`src/dac_ctrl_pkg.sv`:
```
// constants, field layouts and carrier types of the dac control bank
package dac_ctrl_pkg;

  // ****************************************************************
  // control word carrier
  // ****************************************************************
  localparam int INDEX_W = 7;
  localparam int DATA_W  = 8;

  typedef struct packed {
    logic               rw;     // 0 write, 1 read
    logic [INDEX_W-1:0] index;  // register index
    logic [DATA_W-1:0]  data;   // register payload
  } ctrl_word_t;

  localparam logic RW_WRITE = 1'h0;
  localparam logic RW_READ  = 1'h1;

  // ****************************************************************
  // register indices and reset values
  // ****************************************************************
  localparam logic [INDEX_W-1:0] IDX_FIRST        = 7'h01;
  localparam logic [INDEX_W-1:0] IDX_FORMAT_CLOCK = 7'h09;
  localparam logic [INDEX_W-1:0] IDX_DEEMPH_PHASE = 7'h0A;
  localparam logic [INDEX_W-1:0] IDX_READBACK     = 7'h0B;
  localparam logic [INDEX_W-1:0] IDX_USER_OVER    = 7'h0C;

  localparam logic [DATA_W-1:0] RST_FORMAT_CLOCK = 8'h00;
  localparam logic [DATA_W-1:0] RST_DEEMPH_PHASE = 8'h00;
  localparam logic [DATA_W-1:0] RST_READBACK     = 8'h01;
  localparam logic [DATA_W-1:0] RST_USER_OVER    = 8'h00;

  // writable bits; reserved bits read as zero
  localparam logic [DATA_W-1:0] MASK_FORMAT_CLOCK = 8'h3F;
  localparam logic [DATA_W-1:0] MASK_DEEMPH_PHASE = 8'h3F;
  localparam logic [DATA_W-1:0] MASK_READBACK     = 8'hFF;
  localparam logic [DATA_W-1:0] MASK_USER_OVER    = 8'hFF;

  // ****************************************************************
  // field positions
  // ****************************************************************
  localparam int POS_ROLL_OFF    = 5;
  localparam int POS_HALF_RATE   = 4;
  localparam int POS_CLK_DISABLE = 3;
  localparam int POS_FMT_LO      = 0;
  localparam int POS_INVERT      = 5;
  localparam int POS_DMF_LO      = 3;
  localparam int POS_DM_LO       = 0;
  localparam int POS_SEQ_READ    = 7;
  localparam int POS_IDX_LO      = 0;
  localparam int POS_OVER        = 7;
  localparam int POS_USER_SEL    = 6;
  localparam int POS_USER_LO     = 0;

  // ****************************************************************
  // encodings
  // ****************************************************************
  localparam logic [2:0] FMT_RJ24 = 3'h0;
  localparam logic [2:0] FMT_RJ20 = 3'h1;
  localparam logic [2:0] FMT_RJ18 = 3'h2;
  localparam logic [2:0] FMT_RJ16 = 3'h3;
  localparam logic [2:0] FMT_I2S  = 3'h4;
  localparam logic [2:0] FMT_LJ   = 3'h5;
  localparam logic [4:0] BITS_24  = 5'h18;
  localparam logic [4:0] BITS_20  = 5'h14;
  localparam logic [4:0] BITS_18  = 5'h12;
  localparam logic [4:0] BITS_16  = 5'h10;
  localparam logic [1:0] DMF_44K1 = 2'h0;
  localparam logic [1:0] DMF_48K  = 2'h1;
  localparam logic [1:0] DMF_32K  = 2'h2;
  localparam logic [7:0] OSR_32   = 8'h20;
  localparam logic [7:0] OSR_64   = 8'h40;
  localparam logic [7:0] OSR_128  = 8'h80;
  localparam int         ZERO_RUN = 1024;

  typedef struct packed {
    logic       right_justified;
    logic       i2s;
    logic       left_justified;
    logic       reserved;
    logic [4:0] rj_bits;
  } fmt_decode_t;

  typedef struct packed {
    logic       rate_44k1;
    logic       rate_48k;
    logic       rate_32k;
    logic [2:0] pair_enable;  // pair 1 in bit 0
  } deemph_t;

endpackage : dac_ctrl_pkg

```
`src/sysclk_out_gen.sv`:
```
// system clock output: full or half rate, with output enable
`timescale 1ns/1ps
`default_nettype none
module sysclk_out_gen (
  input  wire logic core_clk,    // system clock
  input  wire logic nrst,        // async reset, active low
  input  wire logic half_rate,   // 1 selects half rate
  input  wire logic out_disable, // 1 releases the pin
  output var  logic pin_out,     // clock to the pin
  output var  logic pin_oe       // pin drive enable
);
  logic div_reg;

  always_ff @(posedge core_clk or negedge nrst)
    if (!nrst)
      div_reg <= 1'h0;
    else
      div_reg <= ~div_reg;

  always_ff @(posedge core_clk or negedge nrst)
    if (!nrst)
      pin_oe <= 1'h1;
    else
      pin_oe <= ~out_disable;

  // full rate has to pass the clock itself; no flop can toggle that fast
  always_comb
    pin_out = half_rate ? div_reg : core_clk;
endmodule : sysclk_out_gen
`default_nettype wire

```
`src/zero_flag_detect.sv`:
```
// per-channel zero run detection, counted in sample periods
`timescale 1ns/1ps
`default_nettype none
module zero_flag_detect #(
  parameter int CHANNELS = 6,
  parameter int RUN      = dac_ctrl_pkg::ZERO_RUN
) (
  input  wire logic                core_clk,      // system clock
  input  wire logic                nrst,          // async reset, active low
  input  wire logic                sample_strobe, // one pulse per sample
  input  wire logic [CHANNELS-1:0] zero_sample,   // channel sample is zero
  input  wire logic                block_detect,  // phase inversion active
  output var  logic [CHANNELS-1:0] zero_flags     // run of zeros seen
);
  localparam int CW = $clog2(RUN + 1);
  localparam logic [CW-1:0] RUN_C = CW'(RUN);
  localparam logic [CW-1:0] ONE_C = CW'(1);

  logic [CW-1:0] run_reg [CHANNELS];

  for (genvar c = 0; c < CHANNELS; c++)
  begin : g_ch
    always_ff @(posedge core_clk or negedge nrst)
      if (!nrst)
        run_reg[c] <= '0;
      else if (block_detect)
        run_reg[c] <= '0;
      else if (sample_strobe)
      begin
        if (!zero_sample[c])
          run_reg[c] <= '0;
        else if (run_reg[c] != RUN_C)
          run_reg[c] <= run_reg[c] + ONE_C;
      end

    always_ff @(posedge core_clk or negedge nrst)
      if (!nrst)
        zero_flags[c] <= 1'h0;
      else
        zero_flags[c] <= !block_detect && run_reg[c] == RUN_C;

  end
endmodule : zero_flag_detect
`default_nettype wire

```
`src/dac_mode_control_registers.sv`:
```
// control register bank of the six-channel dac: mode, clock, readback
`timescale 1ns/1ps
`default_nettype none
// How it works
// - divide bit picks full or half clock
// - disable bit releases clock output pin
// - codes 0-3 select right-justified 24/20/18/16
// - code 4 i2s, 5 left-justified
// - two bits choose de-emphasis sample rate
// - one de-emphasis enable per input pair
// - invert bit flips all six outputs
// - inversion disables zero mute and flags
// - sequential bit selects auto-increment readback
// - read index resets to one
// - auto-increment read ends at index
// - user select drives written pin levels
// - otherwise pins show zero flags
// - oversample bit doubles ratio per rate
// - top word bit chooses write or read
// - zero flag after 1024 zero samples
module dac_mode_control_registers
  import dac_ctrl_pkg::*;
#(
  parameter int CHANNELS = 6,
  parameter int ZERO_RUN_LEN = dac_ctrl_pkg::ZERO_RUN
) (
  input  wire logic                       core_clk,       // system clock
  input  wire logic                       nrst,           // reset, low
  input  wire logic                       ctrl_valid,     // word pulse
  input  wire dac_ctrl_pkg::ctrl_word_t   ctrl_word,      // control word
  input  wire logic                       fs_above_96k,   // high fs
  input  wire logic                       sample_strobe,  // sample tick
  input  wire logic [CHANNELS-1:0]        zero_sample,    // zero data
  output var  logic                       read_valid,     // read pulse
  output var  dac_ctrl_pkg::ctrl_word_t   read_word,      // read answer
  output var  dac_ctrl_pkg::fmt_decode_t  format_info,    // audio format
  output var  dac_ctrl_pkg::deemph_t      deemph_info,    // de-emphasis
  output var  logic                       phase_invert,   // invert all
  output var  logic                       roll_off_slow,  // filter pick
  output var  logic [7:0]                 oversample_ratio, // total osr
  output var  logic [CHANNELS-1:0]        zero_mute_req,  // mute request
  output var  logic [CHANNELS-1:0]        shared_pins,    // flag/user
  output var  logic                       sysclk_out_pin, // clock out
  output var  logic                       sysclk_out_oe   // clock oe
);
  import dac_ctrl_pkg::*;

  // ****************************************************************
  // register storage
  // ****************************************************************
  logic [DATA_W-1:0] fmt_clk_reg;
  logic [DATA_W-1:0] deemph_reg;
  logic [DATA_W-1:0] readback_reg;
  logic [DATA_W-1:0] user_reg;
  logic [CHANNELS-1:0] zero_flags;

  logic              is_write;
  logic              is_read;
  logic [2:0]        audio_format_select;
  logic [1:0]        deemph_rate_select;
  logic              user_output_select;
  logic [5:0]        user_output_level;
  logic              seq_read_enable;
  logic [INDEX_W-1:0] register_index_field;
  logic              clock_out_half_rate;
  logic              clock_out_disable;

  always_comb
  begin
    is_write = ctrl_valid && ctrl_word.rw == RW_WRITE;
    is_read  = ctrl_valid && ctrl_word.rw == RW_READ;
  end

  function automatic logic [DATA_W-1:0] merge_write(
    input logic [INDEX_W-1:0] idx,
    input logic [DATA_W-1:0]  old,
    input logic [DATA_W-1:0]  mask,
    input logic [INDEX_W-1:0] target
  );
    if (idx == target)
      return ctrl_word.data & mask;
    return old;
  endfunction : merge_write

  always_ff @(posedge core_clk or negedge nrst)
    if (!nrst)
      fmt_clk_reg <= RST_FORMAT_CLOCK;
    else if (is_write)
      fmt_clk_reg <= merge_write(ctrl_word.index, fmt_clk_reg,
                                 MASK_FORMAT_CLOCK, IDX_FORMAT_CLOCK);

  always_ff @(posedge core_clk or negedge nrst)
    if (!nrst)
      deemph_reg <= RST_DEEMPH_PHASE;
    else if (is_write)
      deemph_reg <= merge_write(ctrl_word.index, deemph_reg,
                                MASK_DEEMPH_PHASE, IDX_DEEMPH_PHASE);

  always_ff @(posedge core_clk or negedge nrst)
    if (!nrst)
      readback_reg <= RST_READBACK;
    else if (is_write)
      readback_reg <= merge_write(ctrl_word.index, readback_reg,
                                  MASK_READBACK, IDX_READBACK);

  always_ff @(posedge core_clk or negedge nrst)
    if (!nrst)
      user_reg <= RST_USER_OVER;
    else if (is_write)
      user_reg <= merge_write(ctrl_word.index, user_reg,
                              MASK_USER_OVER, IDX_USER_OVER);

  // ****************************************************************
  // field extraction
  // ****************************************************************
  always_comb
  begin
    audio_format_select  = fmt_clk_reg[POS_FMT_LO +: 3];
    clock_out_half_rate  = fmt_clk_reg[POS_HALF_RATE];
    clock_out_disable    = fmt_clk_reg[POS_CLK_DISABLE];
    deemph_rate_select   = deemph_reg[POS_DMF_LO +: 2];
    seq_read_enable      = readback_reg[POS_SEQ_READ];
    register_index_field = readback_reg[POS_IDX_LO +: INDEX_W];
    user_output_select   = user_reg[POS_USER_SEL];
    user_output_level    = user_reg[POS_USER_LO +: 6];
  end

  function automatic fmt_decode_t decode_format(input logic [2:0] code);
    fmt_decode_t d;
    d = '0;
    case (code)
      FMT_RJ24: d.rj_bits = BITS_24;
      FMT_RJ20: d.rj_bits = BITS_20;
      FMT_RJ18: d.rj_bits = BITS_18;
      FMT_RJ16: d.rj_bits = BITS_16;
      FMT_I2S:  d.i2s = 1'h1;
      FMT_LJ:   d.left_justified = 1'h1;
      default:  d.reserved = 1'h1;
    endcase
    d.right_justified = d.rj_bits != '0;
    return d;
  endfunction : decode_format

  // ****************************************************************
  // decoded mode outputs
  // ****************************************************************
  always_ff @(posedge core_clk or negedge nrst)
    if (!nrst)
      format_info <= decode_format(RST_FORMAT_CLOCK[POS_FMT_LO +: 3]);
    else
      format_info <= decode_format(audio_format_select);

  // a reserved rate code leaves all three curves off
  always_ff @(posedge core_clk or negedge nrst)
    if (!nrst)
      deemph_info <= '0;
    else
    begin
      deemph_info.rate_44k1   <= deemph_rate_select == DMF_44K1;
      deemph_info.rate_48k    <= deemph_rate_select == DMF_48K;
      deemph_info.rate_32k    <= deemph_rate_select == DMF_32K;
      deemph_info.pair_enable <= deemph_reg[POS_DM_LO +: 3];
    end

  always_ff @(posedge core_clk or negedge nrst)
    if (!nrst)
      phase_invert <= 1'h0;
    else
      phase_invert <= deemph_reg[POS_INVERT];

  always_ff @(posedge core_clk or negedge nrst)
    if (!nrst)
      roll_off_slow <= 1'h0;
    else
      roll_off_slow <= fmt_clk_reg[POS_ROLL_OFF];

  always_ff @(posedge core_clk or negedge nrst)
    if (!nrst)
      oversample_ratio <= OSR_64;
    else if (user_reg[POS_OVER])
      oversample_ratio <= fs_above_96k ? OSR_64 : OSR_128;
    else
      oversample_ratio <= fs_above_96k ? OSR_32 : OSR_64;

  // ****************************************************************
  // zero flags and shared pins
  // ****************************************************************
  zero_flag_detect #(
    .CHANNELS (CHANNELS),
    .RUN      (ZERO_RUN_LEN)
  ) u_zero (
    .core_clk      (core_clk),
    .nrst          (nrst),
    .sample_strobe (sample_strobe),
    .zero_sample   (zero_sample),
    .block_detect  (deemph_reg[POS_INVERT]),
    .zero_flags    (zero_flags)
  );

  always_ff @(posedge core_clk or negedge nrst)
    if (!nrst)
      zero_mute_req <= '0;
    else
      zero_mute_req <= deemph_reg[POS_INVERT] ? '0 : zero_flags;

  always_ff @(posedge core_clk or negedge nrst)
    if (!nrst)
      shared_pins <= '0;
    else if (user_output_select)
      shared_pins <= user_output_level;
    else
      shared_pins <= zero_flags;

  sysclk_out_gen u_sysclk (
    .core_clk    (core_clk),
    .nrst        (nrst),
    .half_rate   (clock_out_half_rate),
    .out_disable (clock_out_disable),
    .pin_out     (sysclk_out_pin),
    .pin_oe      (sysclk_out_oe)
  );

  // ****************************************************************
  // readback
  // ****************************************************************
  typedef enum logic {RB_IDLE, RB_SEQ} rb_state_t;
  rb_state_t          rb_state_reg;
  logic [INDEX_W-1:0] rb_cur_reg;

  function automatic logic [DATA_W-1:0] reg_lookup(
    input logic [INDEX_W-1:0] idx
  );
    if (idx == IDX_FORMAT_CLOCK)
      return fmt_clk_reg;
    else if (idx == IDX_DEEMPH_PHASE)
      return deemph_reg;
    else if (idx == IDX_READBACK)
      return readback_reg;
    else if (idx == IDX_USER_OVER)
      return user_reg;
    else
      return '0;
  endfunction : reg_lookup

  // reads arriving while a sequence runs are dropped
  always_ff @(posedge core_clk or negedge nrst)
    if (!nrst)
      rb_state_reg <= RB_IDLE;
    else
      case (rb_state_reg)
        RB_IDLE:
          if (is_read && seq_read_enable &&
              register_index_field > IDX_FIRST)
            rb_state_reg <= RB_SEQ;
        RB_SEQ:
          if (rb_cur_reg >= register_index_field)
            rb_state_reg <= RB_IDLE;
        default:
          rb_state_reg <= RB_IDLE;
      endcase

  always_ff @(posedge core_clk or negedge nrst)
    if (!nrst)
      rb_cur_reg <= IDX_FIRST;
    else if (rb_state_reg == RB_IDLE)
      rb_cur_reg <= IDX_FIRST + IDX_FIRST;
    else
      rb_cur_reg <= rb_cur_reg + IDX_FIRST;

  always_ff @(posedge core_clk or negedge nrst)
    if (!nrst)
    begin
      read_valid <= 1'h0;
      read_word  <= '0;
    end
    else if (rb_state_reg == RB_SEQ)
    begin
      read_valid <= 1'h1;
      read_word  <= '{RW_READ, rb_cur_reg, reg_lookup(rb_cur_reg)};
    end
    else if (is_read && seq_read_enable)
    begin
      read_valid <= 1'h1;
      read_word  <= '{RW_READ, IDX_FIRST, reg_lookup(IDX_FIRST)};
    end
    else if (is_read)
    begin
      read_valid <= 1'h1;
      read_word  <= '{RW_READ, register_index_field,
                      reg_lookup(register_index_field)};
    end
    else
      read_valid <= 1'h0;
endmodule : dac_mode_control_registers
`default_nettype wire

```
`config.mk`:
```
export PLATFORM = sky130hd
export DESIGN_NAME = dac_mode_control_registers
export DESIGN_NICKNAME = d
export VERILOG_FILES = /design/src/dac_ctrl_pkg.sv /design/src/sysclk_out_gen.sv /design/src/zero_flag_detect.sv /design/src/dac_mode_control_registers.sv
export SDC_FILE = /design/constraint.sdc
export NUM_CORES = 1
export LEC_CHECK = 0
export BUFFER_PORTS_ARGS = -buffer_cell sky130_fd_sc_hd__buf_2
export CAP_MARGIN = 40
export CORE_AREA = 2 2 146 148
export CTS_BUF_LIST = sky130_fd_sc_hd__clkbuf_8
export CTS_CLUSTER_DIAMETER = 200
export DETAILED_ROUTE_END_ITERATION = 7
export DIE_AREA = 0 0 148 150
export HOLD_SLACK_MARGIN = 0.08
export SLEW_MARGIN = 25
export SYNTH_ARGS = -nofsm -noshare
export SYNTH_HDL_FRONTEND = slang
export SYNTH_SLANG_ARGS = --single-unit
```
`constraint.sdc`:
```
create_clock -name core_clk -period 1.7 [get_ports core_clk]
set_clock_uncertainty 0.1 [all_clocks]
set_input_delay 0 -clock core_clk [delete_from_list [all_inputs] [get_ports core_clk]]
set_output_delay 0 -clock core_clk [all_outputs]
set_load 0.1 [all_outputs]
```
# After elaboration in Yosys (flattened, before gate mapping)
# Cells that the tools add are included.
# totals
in_bits	27
out_inout_bits	56
register_bits	168
# classes
n_eq_ne	37
mux	64
addsub	7
n_bitwise	4
n_lt_le_gt_ge	2
n_reduce_logical	27
# op_table
cell	count
$mux W11	24
$mux W8	14
$eq A7 B4 Y1 const B	12
$add A11 B1 Y11 const B	6
$eq A11 B11 Y1 const B	6
$ne A11 B11 Y1 const B	6
$mux W16	3
$pmux W5 S4	1
$reduce_and A2 Y1	10
$ne A3 B1 Y1 const B	6
$mux W1	17
$mux W7	2
$mux W6	2
$logic_and A1 B1 Y1	10
$add A7 B1 Y7 const B	1
$ge A7 B7 Y1	1
$gt A7 B1 Y1 const B	1
$eq A3 B2 Y1 const B	2
$eq A3 B3 Y1 const B	2
$reduce_or A6 Y1	1
$reduce_bool A5 Y1	1
$not A1 Y1	4
$eq A3 B1 Y1 const B	1
$logic_not A3 Y1	1
other kinds (7)	7

# Longest topological paths before layout
# depth
depth_word	8
ltp_mapped	8
mapped_depth_nobuf	7

# By module
# From an unflattened synthesis, not the netlist that was laid out.
# hier_totals
hier_cells	825
area_unflattened_um2	8286.7
# modules_own_cells
mod	area_each_um2	cells_each	seq_area_each_um2	instances
zero_flag_detect	4261.6	473	1801.7	1
dac_mode_control_registers	3951.3	347	2109.5	1
sysclk_out_gen	73.8	5	51.3	1

==> flow_summary.toml <==
[synthesis]
synth_cell_type_count = 75
synth_seq_cells = 158
seq_area_frac_synth = 0.491
async_reset_ff_frac = 1.00
synth_edf_count = 0
syn_area_sq_um = 8080
yosysMostFrequentCell = "dfrtp_1"
synth_area_per_cell_sq_um = 9.71
synth.top_cell.area_share = 0.468
synth_area_leader_cell = "dfrtp_1"
ys.flop_type = "dfrtp_1"
syn_inst = 832
synth_commonest_cells = "dfrtp_1, nand2_1, nor2_1, o21ai_1, a21oi_1"
yosysWarningCount = 0
synth_area_leaders = "dfrtp_1, ha_1, mux2_1"

[detailed_routing]
num_vias = 7083
detail_route.wl_per_cell_um = 16.4
postRouteWirelength_um = 22100
drtAntennaViolNets = 0
viasPerCell = 5.25
drt_pass1_iterations = 5
drtIter0Drc = 374
drcViolationCount = 0

[floorplanning]
io-pin-count = 83
dieHeight_um = 150
start_util = 0.390
die_w_um = 148
num_rows = 53
die_area_sq_um = 22200
coreArea_sq_um = 20700

[timing]
post-route-period-util = 1.07
setup_ws_ns = -0.125
fmax_mhz = 548
min_period_ns = 1.83
final-setup-viol-count = 19
slew_violations = 0
hold_viol_final = 0
rsz0062_at_grt = "yes"

[worst_hold_path]
hp-class = "in -> reg"

[global_routing]
grt_pass1_wl_um = 35600
antenna_found_initial = 0
grt_pass1_vias = 6801
grt-ovfl-total = 0
grt_usage = 0.203
grt_max_degree = 61

[final_layout]
diodes = 0
nets = 1113
fill_cells = 1843
post-route-util = 0.535
drive_gt1_frac = 0.347
largest_reg_flops = 66
fin_area_sq_um = 11100
area_growth_pct = 37.0

[outcome]
outcome = "complete, but fails checks"
violations = "negative setup slack"

[power_and_ir_drop]
report.power.total_mw = 9.93
leakagePower_nw = 5.14
vdd_drop_max_mv = 0.503
p_per_area_nw_per_um2 = 897

[clock_network]
cts_tree = "built"
clock_latency_ns = 0.58
clk_pin_slew_ns = 0.10

[critical_path]
cp_max_fo = 5
cp-start-kind = "flip-flop"
cp_data_required_time_ns = 2.07
worstSetupEndpointType = "flip-flop"
critPathKind = "reg -> reg"
cp.arrival_ns = 2.20

[placed_design]
portBuffers = 76
place.detailed.hpwl_um = 14900
dp_slack_ns = -0.119
place_area_sq_um = 9610
gp_congestion = 0.880

[run]
cap_violations = 0
[power by group]
group	leakage [nW]	internal (mW)	switching, mW	total, mW
Combinational	2.81	0.945	1.60	2.54
Sequential	2.12	4.00	0.228	4.23
Clock	0.215	1.37	1.78	3.16
Total	5.14	6.32	3.61	9.93
[cell type report]
| class | count | area [sq um] | share of cell area |
|---|---|---|---|
| multi-input combinational | 598 | 4320 | 0.391 |
| sequential | 158 | 3970 | 0.359 |
| tap | 275 | 344 | 0.0311 |
| clock inverter | 15 | 136 | 0.0123 |
| inverter | 38 | 143 | 0.0129 |
| clock buffer | 21 | 283 | 0.0255 |
| timing repair buffer | 244 | 1870 | 0.169 |
[placed cells by master (no fill, tap or decap), types with 7 or more instances in the layout]
master,instances
a21oi_1,45
a31oi_1,11
a32oi_1,10
and3_1,12
and3_4,7
buf_12,7
buf_2,74
buf_4,115
buf_6,11
clkbuf_8,20
dfrtp_1,145
dfstp_2,7
dlygate4sd3_1,38
ha_1,14
ha_2,10
inv_1,31
inv_2,8
mux2_1,25
mux2_2,11
nand2_1,69
nand2b_1,12
nand3_1,30
nand3b_1,8
nand4_1,11
nor2_1,53
nor2b_1,18
nor3_1,19
nor4_1,7
o21ai_0,14
o21ai_1,50
o21ai_2,9
[through the flow]
| step | setup TNS (ns) | cells | hold WS (ns) |
|---|---|---|---|
| after global placement | -0.206 | 1263 | -0.226 |
| after floorplan | -0.151 | 837 | -0.396 |
| final | -0.755 | 1349 | 0.130 |
| after detailed placement | -0.765 | 1263 | -0.227 |
| after global routing | -2.83 | 1349 | 0.112 |
| after CTS | -0.813 | 1345 | 0.103 |
[cells by family (layout without fill, tap and decap cells)]
kind of cell / count (synthesis) / after routing / share of synthesized area
xor gates and xnor gates: 8 / 8 / 0.00867
and+or+nand+nor: 319 / 319 / 0.212
DFF: 158 / 158 / 0.491
AOI/OAI and AO/OA: 202 / 202 / 0.155
adders and majority gates: 25 / 25 / 0.0387
muxes: 38 / 38 / 0.0528
other: 1 / 6 / 0.000464
buffers and inverters: 81 / 318 / 0.0414
[path summary, 6_finish.rpt]
path	startpoint	endpoint	slack, ns	cells after the start
worst max-delay path	u_zero.run_reg[4]	u_zero.run_reg[0]	-0.13	4
worst min-delay path	fs_above_96k	oversample_ratio[5]	0.13	3
worst max register to register	u_zero.run_reg[4]	u_zero.run_reg[0]	-0.13	4
worst min register to register	u_sysclk.div_reg	u_sysclk.div_reg	0.35	1
max in group asynchronous	nrst	format_info[4]	0.60	5
min in group asynchronous	nrst	fmt_clk_reg[1]	0.33	4
[routing by layer]
layer  global-route usage  routed length [um]  part of all wire  up-vias
li1                     -                   -                 -     3449
met1                0.270               10000              0.45     3467
met2                0.335               11100              0.50      153
met3               0.0415                 729             0.033       14
met4               0.0590                 248             0.011        0
met5                    0                   0                 0        -
[critical path: stages (launching register included)]
cell and delay (ns):
dfrtp_1 0.40, or4_4 0.55, nor4_4 0.32, nor3_4 0.09
mux2_4 0.26
[timing repair]
item	4_1_cts	5_1_grt
setup buffers	8	7
endpoints found under the hold margin	266	5
setup endpoints to repair	30	70
hold buffers	39	2
pin swaps	12	43
resized for setup	25	109
No activity file was read; power rests on OpenSTA's default activity.
